--- config.mk ---
export PLATFORM = sky130hd
export DESIGN_NAME = ldfc_core
export DESIGN_NICKNAME = d
export VERILOG_FILES = /design/src/rtl/ldfc_pkg.sv /design/src/rtl/ldfc_core.sv
export SDC_FILE = /design/constraint.sdc
export NUM_CORES = 1
export LEC_CHECK = 0
export ABC_AREA = 1
export BUFFER_PORTS_ARGS = -buffer_cell sky130_fd_sc_hd__buf_4
export CAP_MARGIN = 20
export CORE_ASPECT_RATIO = 1.5
export CORE_MARGIN = 10
export CORE_UTILIZATION = 30
export CTS_CLUSTER_DIAMETER = 100
export DETAILED_ROUTE_END_ITERATION = 12
export GPL_TIMING_DRIVEN = 0
export PLACE_DENSITY = 0.55
export REMOVE_ABC_BUFFERS = 1
export SETUP_SLACK_MARGIN = 0.3
export SLEW_MARGIN = 20
export SYNTH_ARGS = -nofsm -noshare
export SYNTH_HDL_FRONTEND = slang
export SYNTH_SLANG_ARGS = --single-unit
--- constraint.sdc ---
create_clock -name clk_sys -period 9.75 [get_ports clk_sys]
set_input_delay 1.95 -clock clk_sys [delete_from_list [all_inputs] [get_ports clk_sys]]
set_output_delay 1.95 -clock clk_sys [all_outputs]
set_load 0.01 [all_outputs]
--- src/rtl/ldfc_pkg.sv ---
package ldfc_pkg;
  // ---------------------------------------------------------------
  // Widths and scale
  // ---------------------------------------------------------------
  localparam int CODE_W = 5;
  localparam int ADC_W = 12;
  localparam int PROD_W = 19;
  localparam logic [CODE_W-1:0] CODE_MAX = 5'h1f;
  localparam logic [CODE_W-1:0] CODE_RST = 5'h00;
  localparam logic [5:0] SCALE_DIV = 6'h21;          // 33 steps of the reference
  localparam logic [5:0] HYST_UP = 6'h02;            // Rising threshold offset

  // ---------------------------------------------------------------
  // Chopping period and duty
  // ---------------------------------------------------------------
  localparam int SYNC_PER_PERIOD = 128;
  localparam int PCNT_W = 8;
  localparam logic [PCNT_W-1:0] PCNT_LAST = 8'h7f;
  localparam logic [PCNT_W-1:0] DUTY_FULL = 8'h80;   // 100 %
  localparam logic [PCNT_W-1:0] DUTY_FLOOR = 8'h0c;  // 9.375 % of 128
  localparam logic [CODE_W-1:0] FLOOR_CODE = 5'h03;  // Codes up to here hit floor
  localparam logic [PCNT_W-1:0] DUTY_STEP = 8'h04;   // 3.125 % of 128

  // ---------------------------------------------------------------
  // Timing
  // ---------------------------------------------------------------
  localparam int CLK_MHZ = 250;
  localparam int FILT_NS = 200;
  localparam int FILT_CYC = (FILT_NS * CLK_MHZ + 999) / 1000;
  localparam int FCNT_W = 6;
  localparam logic [FCNT_W-1:0] FILT_LAST = FCNT_W'(FILT_CYC - 1);
  localparam int LAMP_OUT_S = 2;
  localparam longint LAMP_OUT_CYC = longint'(LAMP_OUT_S) * CLK_MHZ * 1000000;
  localparam int TCNT_W = 29;

  // ---------------------------------------------------------------
  // Modes and states
  // ---------------------------------------------------------------
  typedef enum logic [1:0] {
    MIN_AT_RAIL,   // Chopping off, current control only
    MIN_AT_REF,    // Current fixed at max, chopping only
    MIN_BETWEEN,   // Both methods
    MIN_UNUSED
  } ldfc_min_e;

  typedef enum logic [1:0] {ST_RUN, ST_SHDN, ST_FAULT} ldfc_state_e;

  typedef struct packed {
    logic lamp_out;
    logic buck_short;
  } ldfc_fault_s;
endpackage

--- src/rtl/ldfc_core.sv ---
`timescale 1ns/1ps
// ---------------------------------------------------------------
// ---------------------------------------------------------------
module ldfc_core import ldfc_pkg::*; #(
  parameter longint LAMP_OUT_CYCLES = LAMP_OUT_CYC
) (
  // Clock and power-on reset
  input wire logic clk_sys,
  input wire logic reset_n,
  // Brightness interface samples
  input wire logic [ADC_W-1:0] brightness_control_input,
  input wire logic [ADC_W-1:0] brightness_reference_input,
  input wire logic mode_negative_scale,
  input wire logic mode_sync_pulse,
  input wire ldfc_min_e min_level_setting,
  // Shutdown requests and supervision
  input wire logic shutdown_suspend_pin_n,
  input wire logic mode_reg_shutdown,
  input wire logic rail_undervoltage,
  input wire logic lamp_current_sense,
  input wire logic buck_short_detect,
  // Lamp drive
  output logic [CODE_W-1:0] brightness_code,
  output logic [CODE_W-1:0] current_code,
  output logic chopping_pwm,
  output logic buck_gate_en,
  // Status
  output logic shutdown_active,
  output ldfc_fault_s fault_latch,
  output logic lamp_status_flag
);

  // ---------------------------------------------------------------
  // Hysteretic converter
  // ---------------------------------------------------------------
  logic [CODE_W-1:0] adc_code_r, adc_code_nxt, scale_pos;
  logic [PROD_W-1:0] ctl_scaled, up_thr, dn_thr;

  // Negative scale is the positive ladder mirrored, so one compare pair serves both
  assign scale_pos = mode_negative_scale ? (CODE_MAX - adc_code_r) : adc_code_r;
  assign ctl_scaled = PROD_W'(SCALE_DIV) * PROD_W'(brightness_control_input);
  assign up_thr = PROD_W'({1'b0, scale_pos} + HYST_UP) * PROD_W'(brightness_reference_input);
  assign dn_thr = PROD_W'(scale_pos) * PROD_W'(brightness_reference_input);

  // One step per clock; a full sweep settles well inside one period
  always_comb begin
    adc_code_nxt = adc_code_r;
    if (ctl_scaled > up_thr && scale_pos != CODE_MAX) begin
      adc_code_nxt = mode_negative_scale ? adc_code_r - 5'h01 : adc_code_r + 5'h01;
    end else if (ctl_scaled < dn_thr) begin
      adc_code_nxt = mode_negative_scale ? adc_code_r + 5'h01 : adc_code_r - 5'h01;
    end
  end

  always_ff @(posedge clk_sys or negedge reset_n) begin
    if (!reset_n) begin
      adc_code_r <= CODE_RST;
    end else begin
      adc_code_r <= adc_code_nxt;
    end
  end

  // ---------------------------------------------------------------
  // Chopping period from sync pulses
  // ---------------------------------------------------------------
  logic sync_d_r, sync_d_nxt, sync_edge, boundary;
  logic [PCNT_W-1:0] pcnt_r, pcnt_nxt;
  logic [CODE_W-1:0] code_r, code_nxt;

  assign sync_edge = mode_sync_pulse & ~sync_d_r;
  assign boundary = sync_edge && pcnt_r == PCNT_LAST;

  // Latching at the boundary keeps duty and current steady within a period
  always_comb begin
    sync_d_nxt = mode_sync_pulse;
    pcnt_nxt = pcnt_r;
    code_nxt = code_r;
    if (sync_edge) begin
      pcnt_nxt = boundary ? '0 : pcnt_r + 8'h01;
    end
    if (boundary) begin
      code_nxt = adc_code_r;
    end
  end

  always_ff @(posedge clk_sys or negedge reset_n) begin
    if (!reset_n) begin
      sync_d_r <= 1'b1; // A pin idling high gives no false first pulse
      pcnt_r <= '0;
      code_r <= CODE_RST;
    end else begin
      sync_d_r <= sync_d_nxt;
      pcnt_r <= pcnt_nxt;
      code_r <= code_nxt;
    end
  end

  // ---------------------------------------------------------------
  // Sense filter and lamp-out timer
  // ---------------------------------------------------------------
  logic [FCNT_W-1:0] fcnt_r, fcnt_nxt;
  logic [TCNT_W-1:0] tcnt_r, tcnt_nxt;
  logic sense_valid, timeout, shdn_req;
  ldfc_state_e state_r, state_nxt;
  ldfc_fault_s flt_r, flt_nxt;
  logic status_r, status_nxt, shdn_r, shdn_nxt;

  assign shdn_req = ~shutdown_suspend_pin_n | mode_reg_shutdown;
  // Sense must stay high a full filter window; shorter glitches never count
  assign sense_valid = lamp_current_sense && fcnt_r == FILT_LAST;
  assign timeout = tcnt_r == TCNT_W'(LAMP_OUT_CYCLES - 1);

  always_comb begin
    fcnt_nxt = '0;
    if (lamp_current_sense && fcnt_r != FILT_LAST) begin
      fcnt_nxt = fcnt_r + 6'h01;
    end else if (lamp_current_sense) begin
      fcnt_nxt = fcnt_r;
    end
  end

  // Run, shutdown and latched fault; a fault holds until shutdown is entered
  always_comb begin
    state_nxt = state_r;
    flt_nxt = flt_r;
    status_nxt = status_r;
    tcnt_nxt = tcnt_r + 29'h1;
    unique case (state_r)
      ST_RUN: begin
        if (shdn_req) begin
          state_nxt = ST_SHDN;
          tcnt_nxt = '0;
        end else if (timeout) begin
          state_nxt = ST_FAULT;
          flt_nxt.lamp_out = 1'b1;
          status_nxt = 1'b1;
          tcnt_nxt = '0;
        end else if (buck_short_detect) begin
          state_nxt = ST_FAULT;
          flt_nxt.buck_short = 1'b1;
        end else if (sense_valid) begin
          tcnt_nxt = '0;
        end
      end
      ST_SHDN: begin
        tcnt_nxt = '0;
        flt_nxt = '0;
        if (!shdn_req) begin
          state_nxt = ST_RUN;
        end
      end
      ST_FAULT: begin
        tcnt_nxt = '0;
        if (shdn_req) begin
          state_nxt = ST_SHDN;
        end
      end
      default: begin
        state_nxt = ST_SHDN;
        tcnt_nxt = '0;
      end
    endcase
    shdn_nxt = (state_nxt == ST_SHDN);
  end

  always_ff @(posedge clk_sys or negedge reset_n) begin
    if (!reset_n) begin
      fcnt_r <= '0;
      tcnt_r <= '0;
      state_r <= ST_RUN;
      flt_r <= '0;
      status_r <= 1'b0;
      shdn_r <= 1'b0;
    end else begin
      fcnt_r <= fcnt_nxt;
      tcnt_r <= tcnt_nxt;
      state_r <= state_nxt;
      flt_r <= flt_nxt;
      status_r <= status_nxt;
      shdn_r <= shdn_nxt;
    end
  end

  // ---------------------------------------------------------------
  // Duty, current and output registers
  // ---------------------------------------------------------------
  logic [PCNT_W-1:0] on_len;
  logic pwm_r, pwm_nxt, gate_r, gate_nxt;
  logic [CODE_W-1:0] cur_r, cur_nxt;

  // Floor region is flat, so the step from code 3 to 4 is larger than the rest
  assign on_len = (code_r <= FLOOR_CODE) ? DUTY_FLOOR
                : PCNT_W'(({3'h0, code_r} + 8'h01) * DUTY_STEP);

  always_comb begin
    cur_nxt = code_r;
    pwm_nxt = pcnt_r < on_len;
    unique case (min_level_setting)
      MIN_AT_RAIL: pwm_nxt = 1'b1;
      MIN_AT_REF: cur_nxt = CODE_MAX;
      MIN_BETWEEN: cur_nxt = code_r;
      default: cur_nxt = code_r;
    endcase
    if (state_r != ST_RUN) begin
      pwm_nxt = 1'b0;
    end
    gate_nxt = pwm_nxt & ~rail_undervoltage;
  end

  always_ff @(posedge clk_sys or negedge reset_n) begin
    if (!reset_n) begin
      pwm_r <= 1'b0;
      gate_r <= 1'b0;
      cur_r <= CODE_RST;
    end else begin
      pwm_r <= pwm_nxt;
      gate_r <= gate_nxt;
      cur_r <= cur_nxt;
    end
  end

  assign brightness_code = code_r;
  assign current_code = cur_r;
  assign chopping_pwm = pwm_r;
  assign buck_gate_en = gate_r;
  assign shutdown_active = shdn_r;
  assign fault_latch = flt_r;
  assign lamp_status_flag = status_r;
endmodule // ldfc_core

Word level (Yosys, flattened, before mapping)
Cells that the tools add are included.
- flip-flop bits (word level): 67
- output and inout bits: 16
- word-level logic and storage cells: 90
- add/sub/neg operators: 8
- $mul: 3
- order comparisons: 4
- eq/ne operators: 14
- multiplexer cells: 28
- bitwise operators: 7
- reduce and logical (&&, ||, !) cells: 12
- operator list (operator ; number):
    two-way mux 29 bit ; 5
    two-way mux 5 bit ; 6
    adder 29 x 1 -> 29 bit (second input constant) ; 1
    == test 29 bit (second input constant) ; 1
    > comparator 18 bit ; 1
    less-than comparator 18 x 17 -> 1 bit ; 1
    multiplier 6 x 12 -> 18 bit ; 1
    multiplier 6 x 12 -> 18 bit (first input constant) ; 1
    multiplier 5 x 12 -> 17 bit ; 1
    two-way mux 8 bit ; 2
    two-way mux 2 bit ; 6
    two-way mux 6 bit ; 2
    adder 8 x 1 -> 8 bit (second input constant) ; 1
    == test 8 x 7 -> 1 bit (second input constant) ; 1
    less-than comparator 8 bit ; 1
    inequality test 2 bit (second input constant) ; 4
    adder 5 x 1 -> 6 bit (second input constant) ; 1
    adder 5 x 2 -> 6 bit (second input constant) ; 1
    adder 6 x 1 -> 6 bit (second input constant) ; 1
    == test 2 x 1 -> 1 bit (second input constant) ; 3
    == test 6 bit (second input constant) ; 1
    inequality test 6 bit (second input constant) ; 1
    one-hot mux 2 bit (3 select lines) ; 1
    AND reduction 3 bit ; 2
    other kinds (16) ; 30

Longest topological paths before layout
Gate-level depths: netlist (run 1).
- word-level depth: 7
- depth in mapped cells: 36
- depth with buffers taken out: 34

Worst setup path after synthesis (run 1)
No wires, ideal clock.
- path kind: input -> register
- start point: input mode_negative_scale
- end point: register adc_code_r[0]
- library setup time: 0.117 ns
- arrival: 7.085 ns
- data required time: 9.633 ns
- slack: 2.548 ns
- stages on the path: 32
- buffers on the path: 3
- cells stage by stage: inv_1 > buf_4 > nand2_1 > nand2_1 > inv_2 > nand3_2 > buf_2 > nand2_1 > nand2_1 > buf_2 > nor2_1 > fa_1 > inv_1 > fa_1 > fa_1 > inv_1 > ha_1 > a21oi_1 > o21ai_0 > a21boi_0 > o21bai_1 > nand3_1 > nand2_1 > xor2_1 > ha_1 > nand4_1 > nor3_1 > a22oi_4 > nand2_4 > nand2_2 > nand2_1 > nand2_1
- word-level cells in the longest chain between the ends: 6
- elaborated cells on any way between the ends: 13
- classes of those cells: add/sub: 1; mul: 2; order compare: 2; eq/ne: 1; mux: 5; reduce/logical: 2
- ends and longest elaborated chain (element ; line ; source):
    start, declared ; ldfc_core.sv:13 ; input wire logic mode_negative_scale,
    two-way mux 5 bit ; ldfc_core.sv:40 ; assign scale_pos = mode_negative_scale ? (CODE_MAX - adc_code_r) : adc_code_r;
    adder 5 x 2 -> 6 bit ; ldfc_core.sv:42 ; assign up_thr = PROD_W'({1'b0, scale_pos} + HYST_UP) * PROD_W'(brightness_reference_input);
    multiplier 6 x 12 -> 18 bit ; ldfc_core.sv:42 ;
    > comparator 18 bit ; ldfc_core.sv:48 ; if (ctl_scaled > up_thr && scale_pos != CODE_MAX) begin
    logical AND 1 bit ; ldfc_core.sv:48 ;
    two-way mux 5 bit / nonzero test 2 bit (equally long branches) ; -- ;
    end signal, assigned ; ldfc_core.sv:59 ; adc_code_r <= adc_code_nxt;
    end, declared ; ldfc_core.sv:36 ; logic [CODE_W-1:0] adc_code_r, adc_code_nxt, scale_pos;
Several ways; a longest one is shown, not always the timed one. The select of a mux whose other input is x is not followed.
A chain may end at the register's enable or synchronous reset.

Worst setup path after layout (run 1)
- start point: input mode_negative_scale
- end point: register adc_code_r[3]
Same word-level chain as after synthesis.

==> results of run 1 <==
## sequential cells by signal, indices dropped and copies added, names as in the netlist, 2 cells and up
| register | cells |
|---|---|
| brightness_code | 5 |
| fault_latch | 2 |
| current_code | 5 |
| adc_code_r | 5 |
| state_r | 2 |
| pcnt_r | 8 |
| fcnt_r | 6 |
| tcnt_r | 29 |
## critical path: cells and delay by family
family | cells | cell delay, ns
AOI/OAI and AO/OA | 5 | 0.98
xor gates and xnor gates | 1 | 0.15
adders and majority gates | 5 | 2.26
buffers and inverters | 5 | 0.54
and+or+nand+nor | 14 | 3.09
## stage by stage
step,worst slack [ns],hold WS (ns)
after global routing,0.381,0.496
after detailed placement,0.0247,0.461
final,0.979,0.469
after global placement,0.0329,0.455
after floorplan,2.10,0.432
after CTS,0.365,0.473
## Yosys cell counts (2+ instances only)
cell type	n	area, sq um
sky130_fd_sc_hd__a21o_1	4	30.0
sky130_fd_sc_hd__nand3_2	3	30.0
sky130_fd_sc_hd__clkbuf_1	6	22.5
sky130_fd_sc_hd__a21boi_0	2	15.0
sky130_fd_sc_hd__o21ai_0	37	185
sky130_fd_sc_hd__nor3b_1	5	37.5
sky130_fd_sc_hd__inv_1	214	803
sky130_fd_sc_hd__nand3_1	41	205
sky130_fd_sc_hd__nor2_4	5	56.3
sky130_fd_sc_hd__nand2_1	224	841
sky130_fd_sc_hd__o31ai_1	3	22.5
sky130_fd_sc_hd__dfrtp_1	66	1650
sky130_fd_sc_hd__o211ai_1	4	30.0
sky130_fd_sc_hd__nand4_1	17	106
sky130_fd_sc_hd__o21ai_1	5	25.0
sky130_fd_sc_hd__nor2_1	139	522
sky130_fd_sc_hd__inv_2	2	7.51
sky130_fd_sc_hd__nor3_2	7	70.1
sky130_fd_sc_hd__buf_2	4	20.0
sky130_fd_sc_hd__o21bai_1	5	37.5
sky130_fd_sc_hd__xnor2_1	28	245
sky130_fd_sc_hd__buf_6	2	22.5
sky130_fd_sc_hd__ha_1	123	1540
sky130_fd_sc_hd__fa_1	72	1440
sky130_fd_sc_hd__xor2_1	38	333
sky130_fd_sc_hd__nor3_1	16	80.1
sky130_fd_sc_hd__nor2_2	5	31.3
sky130_fd_sc_hd__o2111ai_1	2	17.5
sky130_fd_sc_hd__a31oi_1	6	37.5
sky130_fd_sc_hd__or2_2	2	12.5
sky130_fd_sc_hd__buf_4	2	15.0
sky130_fd_sc_hd__nand2_2	7	43.8
sky130_fd_sc_hd__a21oi_1	45	225
## how the worst max path moves through the flow
stage               slack, ns       endpoint
floorplan                2.10  adc_code_r[0]
global placement         0.03  adc_code_r[1]
detailed placement       0.02  adc_code_r[2]
CTS                      0.36  adc_code_r[3]
global route             0.38  adc_code_r[2]
finish                   0.98  adc_code_r[3]
## timing repair
item                                    4_1_cts  5_1_grt
endpoints found under the hold margin         0        0
endpoints found under the setup margin        0        5
resized for setup                             0        3
## per-layer routing
| layer | track usage, % | up-vias | part of all wire [%] |
|---|---|---|---|
| met3 | 0.873 | 33 | 1.5 |
| met2 | 25.3 | 91 | 59 |
| met4 | 4.72 | 0 | 3.1 |
| met5 | 0 | - | 0 |
| li1 | - | 3719 | - |
| met1 | 12.0 | 3542 | 37 |
## cells by family after synthesis
group / share of synthesized area, %
compound gates: 7.54
xor+xnor: 6.50
fa+ha+maj: 33.5
buf+inv: 10.2
flops: 18.9
simple gates: 23.4
## final cells by class
cell class	count	area [sq um]	area share (%)
Tap cell	395	494	4.96
Inverter	218	823	8.26
Timing Repair Buffer	50	375	3.77
Clock buffer	11	253	2.54
Clock inverter	5	27.5	0.276
Multi-Input combinational cell	855	6310	63.4
Sequential cell	67	1680	16.8
==> load_flow_metrics.sql, run 1 <==
INSERT INTO impl_metrics (metric_group, metric, value, unit) VALUES
('status', 'outcome', 'finished, final reports clean', ''),
('setup_path', 'classification_of_the_worst_setup_path', 'in -> reg', ''),
('setup_path', 'critical_path_arrival', '8.98', 'ns'),
('drt', 'firstDrtPassIters', '5', ''),
('synthesis', 'register_area_share_after_synthesis', '18.9', '%'),
('grt', 'grt_use_total', '12.2', '%'),
('setup_path', 'path_max_fanout', '13', ''),
('cells_and_area', 'num_antenna_cells', '0', ''),
('clocking', 'cts_setup_buffers', '0', ''),
('setup_path', 'crit_start', 'mode_negative_scale', ''),
('cells_and_area', 'layout_commonest_cell', 'sky130_fd_sc_hd__nand2_1', ''),
('die', 'core-area', '0.0294', 'sq mm'),
('hold_path', 'hp-class', 'reg -> reg', ''),
('hold_path', 'worst_hold_startpoint', 'lamp_status_flag', ''),
('synthesis', 'synth_area', '0.00889', 'sq mm'),
('clocking', 'cts_sinks', '67', ''),
('die', 'initial_core_util', '30.3', '%'),
('cells_and_area', 'finish.cell_count_without_fillers', '1601', ''),
('clocking', 'cts_hold_buf', '0', ''),
('die', 'floorplan.rows', '77', ''),
('synthesis', 'main_flop_type_after_synthesis', 'sky130_fd_sc_hd__dfrtp_1', ''),
('placed_design', 'dpl.hpwl', '18.8', 'mm'),
('die', 'die_height', '231', 'um'),
('setup_path', 'endpoint_kind', 'register', ''),
('grt', 'grt_pass1_vias', '7781', ''),
('timing', 'final_hold_viol_count', '0', ''),
('placed_design', 'place_area', '0.00968', 'sq mm'),
('setup_path', 'critical_path.reg2reg.endpoint', 'adc_code_r[3]', ''),
('setup_path', 'worst_path_max_delay_cell', 'sky130_fd_sc_hd__fa_1', ''),
('clocking', 'tritoncts', 'yes', ''),
('drt', 'detailroute.via_count', '7385', ''),
('grt', 'grt_pass1_wl', '37.3', 'mm'),
('synthesis', 'async_flop_share', '100', '%'),
('timing', 'post-route-period-util', '90.0', '%'),
('hold_path', 'hold-path-cell-count', '1', ''),
('synthesis', 'synth_seq_cells', '67', ''),
('synthesis', 'yosys_warnings', '0', ''),
('setup_path', 'critical_path_required', '9.96', 'ns'),
('clocking', 'clock_slew_seen_by_the_registers_of_the_worst_setup_and_hold_paths', '0.06', 'ns'),
('setup_path', 'crit_path_start_kind', 'input port', ''),
('setup_path', 'reg2reg_setup_slack', '2.39', 'ns'),
('synthesis', 'syn_inst', '1155', ''),
('timing', 'final_period_minus_worst_setup_slack', '8.77', 'ns'),
('drt', 'avgViaCountPerCell', '4.61', ''),
('placed_design', 'port-buffer-count', '50', ''),
('drt', 'route.antenna.remaining_nets', '0', ''),
('drt', 'wire_per_inst', '13.9', 'um'),
('timing', 'finalSetupViolCount', '0', ''),
('timing', 'relSlewSlack', '43.7', '%'),
('cells_and_area', 'layout.filler_cells', '3140', ''),
('cells_and_area', 'drive_above_1_share', '8.71', '%'),
('drt', 'dr.first_iter.drc_count', '237', ''),
('synthesis', 'synthesis.area_per_instance', '7.70', 'sq um'),
('timing', 'final.setup.tns', '0', 'ns'),
('die', 'floorplan.die_area', '0.0371', 'sq mm'),
('clocking', 'cts_root_buffer', 'sky130_fd_sc_hd__clkbuf_16', ''),
('synthesis', 'synth-edff-count', '0', ''),
('setup_path', 'worst_r2r_startpoint', 'adc_code_r[1]', ''),
('cells_and_area', 'most_used_cells_in_the_layout_excluding_fill_and_tap_cells', 'sky130_fd_sc_hd__nand2_1, sky130_fd_sc_hd__inv_1, sky130_fd_sc_hd__nor2_1', ''),
('setup_path', 'critical_path.max_stage_delay', '0.56', 'ns'),
('placed_design', 'dp_cells', '1585', ''),
('cells_and_area', 'final_net_count', '1431', ''),
('timing', 'fmax_achieved', '114', 'MHz'),
('grt', 'global_route.overflow_total', '0', ''),
('timing', 'worst_clock_skew', '0.00388', 'ns'),
('timing', 'rsz_0062_raised_after_global_routing', 'false', ''),
('clocking', 'numCtsBuffers', '9', ''),
('clocking', 'clock_path_buffers', '2', ''),
('cells_and_area', 'synthToLayoutAreaGrowth', '12.0', '%'),
('setup_path', 'critical_path.most_common_cell', 'sky130_fd_sc_hd__nand2_1', ''),
('drt', 'drc_errors', '0', '');
Power of run 1 is not shown: default switching activity piles up to over one toggle a cycle in this logic, so the estimate is an artifact.
==> inputs of run 2 (changes only) <==
--- a/config.mk
+++ b/config.mk
@@ -8,13 +8,13 @@
 export ABC_AREA = 1
 export BUFFER_PORTS_ARGS = -buffer_cell sky130_fd_sc_hd__buf_4
 export CAP_MARGIN = 20
-export CORE_ASPECT_RATIO = 1.5
 export CORE_MARGIN = 10
 export CORE_UTILIZATION = 30
 export CTS_CLUSTER_DIAMETER = 100
 export DETAILED_ROUTE_END_ITERATION = 12
 export GPL_TIMING_DRIVEN = 0
 export PLACE_DENSITY = 0.55
+export RECOVER_POWER = 100
 export REMOVE_ABC_BUFFERS = 1
 export SETUP_SLACK_MARGIN = 0.3
 export SLEW_MARGIN = 20
==> load_flow_metrics.sql, run 2 (same netlist as run 1, synthesis figures left out) <==
INSERT INTO impl_metrics (metric_group, metric, value, unit) VALUES
('cells_and_area', 'top_register', 'tcnt_r', ''),
('cells_and_area', 'largest_reg_flops', '29', ''),
('grt', 'antenna_found_initial', '1', ''),
('clocking', 'cts_sinks', '67', ''),
('grt', 'grt_start_max_net_pins', '68', ''),
('clocking', 'tritoncts', 'yes', ''),
('setup_path', 'worst_path_max_delay_cell', 'sky130_fd_sc_hd__fa_1', ''),
('cells_and_area', 'layout_top_registers', 'tcnt_r (29), pcnt_r (8), fcnt_r (6)', ''),
('grt', 'global_route.overflow_total', '0', ''),
('die', 'initial_core_util', '30.6', '%'),
('timing', 'final_hold_viol_count', '0', ''),
('grt', 'grt_pass1_vias', '7554', ''),
('placed_design', 'dpl.hpwl', '17.7', 'mm'),
('setup_path', 'classification_of_the_worst_setup_path', 'in -> reg', ''),
('timing', 'rsz_0062_raised_after_global_routing', 'false', ''),
('placed_design', 'port-buffer-count', '50', ''),
('grt', 'grt_pass1_wl', '36.3', 'mm'),
('placed_design', 'gpl.final_weighted_congestion', '0.833', ''),
('grt', 'grt_use_total', '11.9', '%'),
('drt', 'avgViaCountPerCell', '4.62', ''),
('setup_path', 'cp_num_buf_inv', '5', ''),
('die', 'floorplan.rows', '62', ''),
('cells_and_area', 'regArea', '0.00168', 'sq mm'),
('clocking', 'clock_path_buffers', '2', ''),
('timing', 'post-route-period-util', '92.4', '%'),
('timing', 'final.setup.worst_slack', '0.737', 'ns'),
('job', 'maxcap_violations', '1', ''),
('setup_path', 'reg2reg_setup_slack', '2.19', 'ns'),
('die', 'die_height', '192', 'um'),
('clocking', 'numCtsBuffers', '9', ''),
('cells_and_area', 'drive_above_1_share', '7.21', '%'),
('drt', 'firstDrtPassIters', '7', ''),
('placed_design', 'dp_worst_setup_slack', '-0.323', 'ns'),
('die', 'num_io_pins', '51', ''),
('drt', 'route.antenna.remaining_nets', '0', ''),
('timing', 'relSlewSlack', '-137', '%'),
('cells_and_area', 'layout.filler_cells', '3147', ''),
('timing', 'final_period_minus_worst_setup_slack', '9.01', 'ns'),
('cells_and_area', 'synthToLayoutAreaGrowth', '11.8', '%'),
('timing', 'final.setup.tns', '0', 'ns'),
('setup_path', 'critical_path.max_stage_delay', '0.57', 'ns'),
('cells_and_area', 'num_antenna_cells', '0', ''),
('timing', 'finalSetupViolCount', '0', ''),
('cells_and_area', 'final_net_count', '1432', ''),
('setup_path', 'path_delay_family', 'simple AND/OR/NAND/NOR gates', ''),
('die', 'floorplan.die_area', '0.0369', 'sq mm'),
('timing', 'worst_clock_skew', '0.00349', 'ns'),
('cells_and_area', 'layout.cell_area.non_filler', '0.00994', 'sq mm'),
('setup_path', 'critical_path_arrival', '9.23', 'ns'),
('setup_path', 'path_max_fanout', '13', ''),
('setup_path', 'critical_path_required', '9.97', 'ns'),
('clocking', 'clock_slew_seen_by_the_registers_of_the_worst_setup_and_hold_paths', '0.05', 'ns'),
('setup_path', 'endpoint_kind', 'register', ''),
('drt', 'wire_per_inst', '13.5', 'um'),
('cells_and_area', 'layout_commonest_cell', 'sky130_fd_sc_hd__nand2_1', ''),
('placed_design', 'place_area', '0.00966', 'sq mm'),
('clocking', 'cts_htree_levels', '3', ''),
('drt', 'detailroute.via_count', '7356', ''),
('hold_path', 'hp-class', 'reg -> reg', ''),
('drt', 'wl', '21.4', 'mm'),
('drt', 'dr.first_iter.drc_count', '387', ''),
('cells_and_area', 'multi_input_area', '0.00630', 'sq mm'),
('clocking', 'cts_hold_buf', '0', ''),
('clocking', 'clock_latency', '0.33', 'ns'),
('cells_and_area', 'most_used_cells_in_the_layout_excluding_fill_and_tap_cells', 'sky130_fd_sc_hd__nand2_1, sky130_fd_sc_hd__inv_1, sky130_fd_sc_hd__nor2_1', ''),
('die', 'die_width', '192', 'um'),
('clocking', 'cts_root_buffer', 'sky130_fd_sc_hd__clkbuf_16', ''),
('die', 'core-area', '0.0290', 'sq mm'),
('status', 'outcome', 'complete, but fails checks', ''),
('timing', 'finalMaxSlewViolations', '68', ''),
('setup_path', 'crit_path_start_kind', 'input port', ''),
('drt', 'drc_errors', '0', ''),
('status', 'violations', 'capacitance limit, slew limit', ''),
('timing', 'worst_slew_pin_slew', '3.56', 'ns'),
('timing', 'fmax_achieved', '111', 'MHz');
run 2: cell count changes in the layout (fill, tap and decap cells not counted), sizes merged:
cell	before	now
buf	50	30
clkbuf	11	30
bufinv	0	3
clkinv	6	4
clkinvlp	2	3
run 2: metrics by stage:
step,hold WS (ns),cells,util [%]
floorplan,0.432,1140,-
global placement,0.456,1574,33.3
detailed placement,0.459,1574,33.3
CTS,0.467,1591,34.5
global route,0.491,1591,34.3
finish,0.459,1591,34.3
run 2: final timing paths:
| path | startpoint | endpoint | cells after the start |
|---|---|---|---|
| max | mode_negative_scale | adc_code_r[2] | 30 |
| min | tcnt_r[0] | tcnt_r[0] | 1 |
| max reg2reg | adc_code_r[3] | adc_code_r[2] | 29 |
| min reg2reg | tcnt_r[0] | tcnt_r[0] | 1 |
| max in group asynchronous | reset_n | tcnt_r[21] | 1 |
| min in group asynchronous | reset_n | fcnt_r[4] | 1 |
run 2: routing by layer:
layer	global-route usage, %	vias to the layer above	share of wire, %
li1	-	3729	-
met1	15.2	3506	46
met2	20.7	98	48
met3	1.58	21	3.5
met4	3.31	2	1.8
met5	0	-	0.061
run 2: cell type report:
type,instances,share of cell area [%]
Sequential cell,67,16.9
Clock inverter,7,1.17
Clock buffer,9,2.26
Multi-Input combinational cell,855,63.4
Timing Repair Buffer,51,3.21
Inverter,218,8.28
Tap cell,384,4.83
run 2: timing repair:
| item | in CTS | in global routing |
|---|---|---|
| gates cloned | 0 | 0 |
| endpoints found under the setup margin | 5 | 5 |
| resized for setup | 1 | 3 |
| hold endpoints to repair | 0 | 0 |
| buffers inserted | 1 | 0 |
Power of run 2 is left out for the same reason.
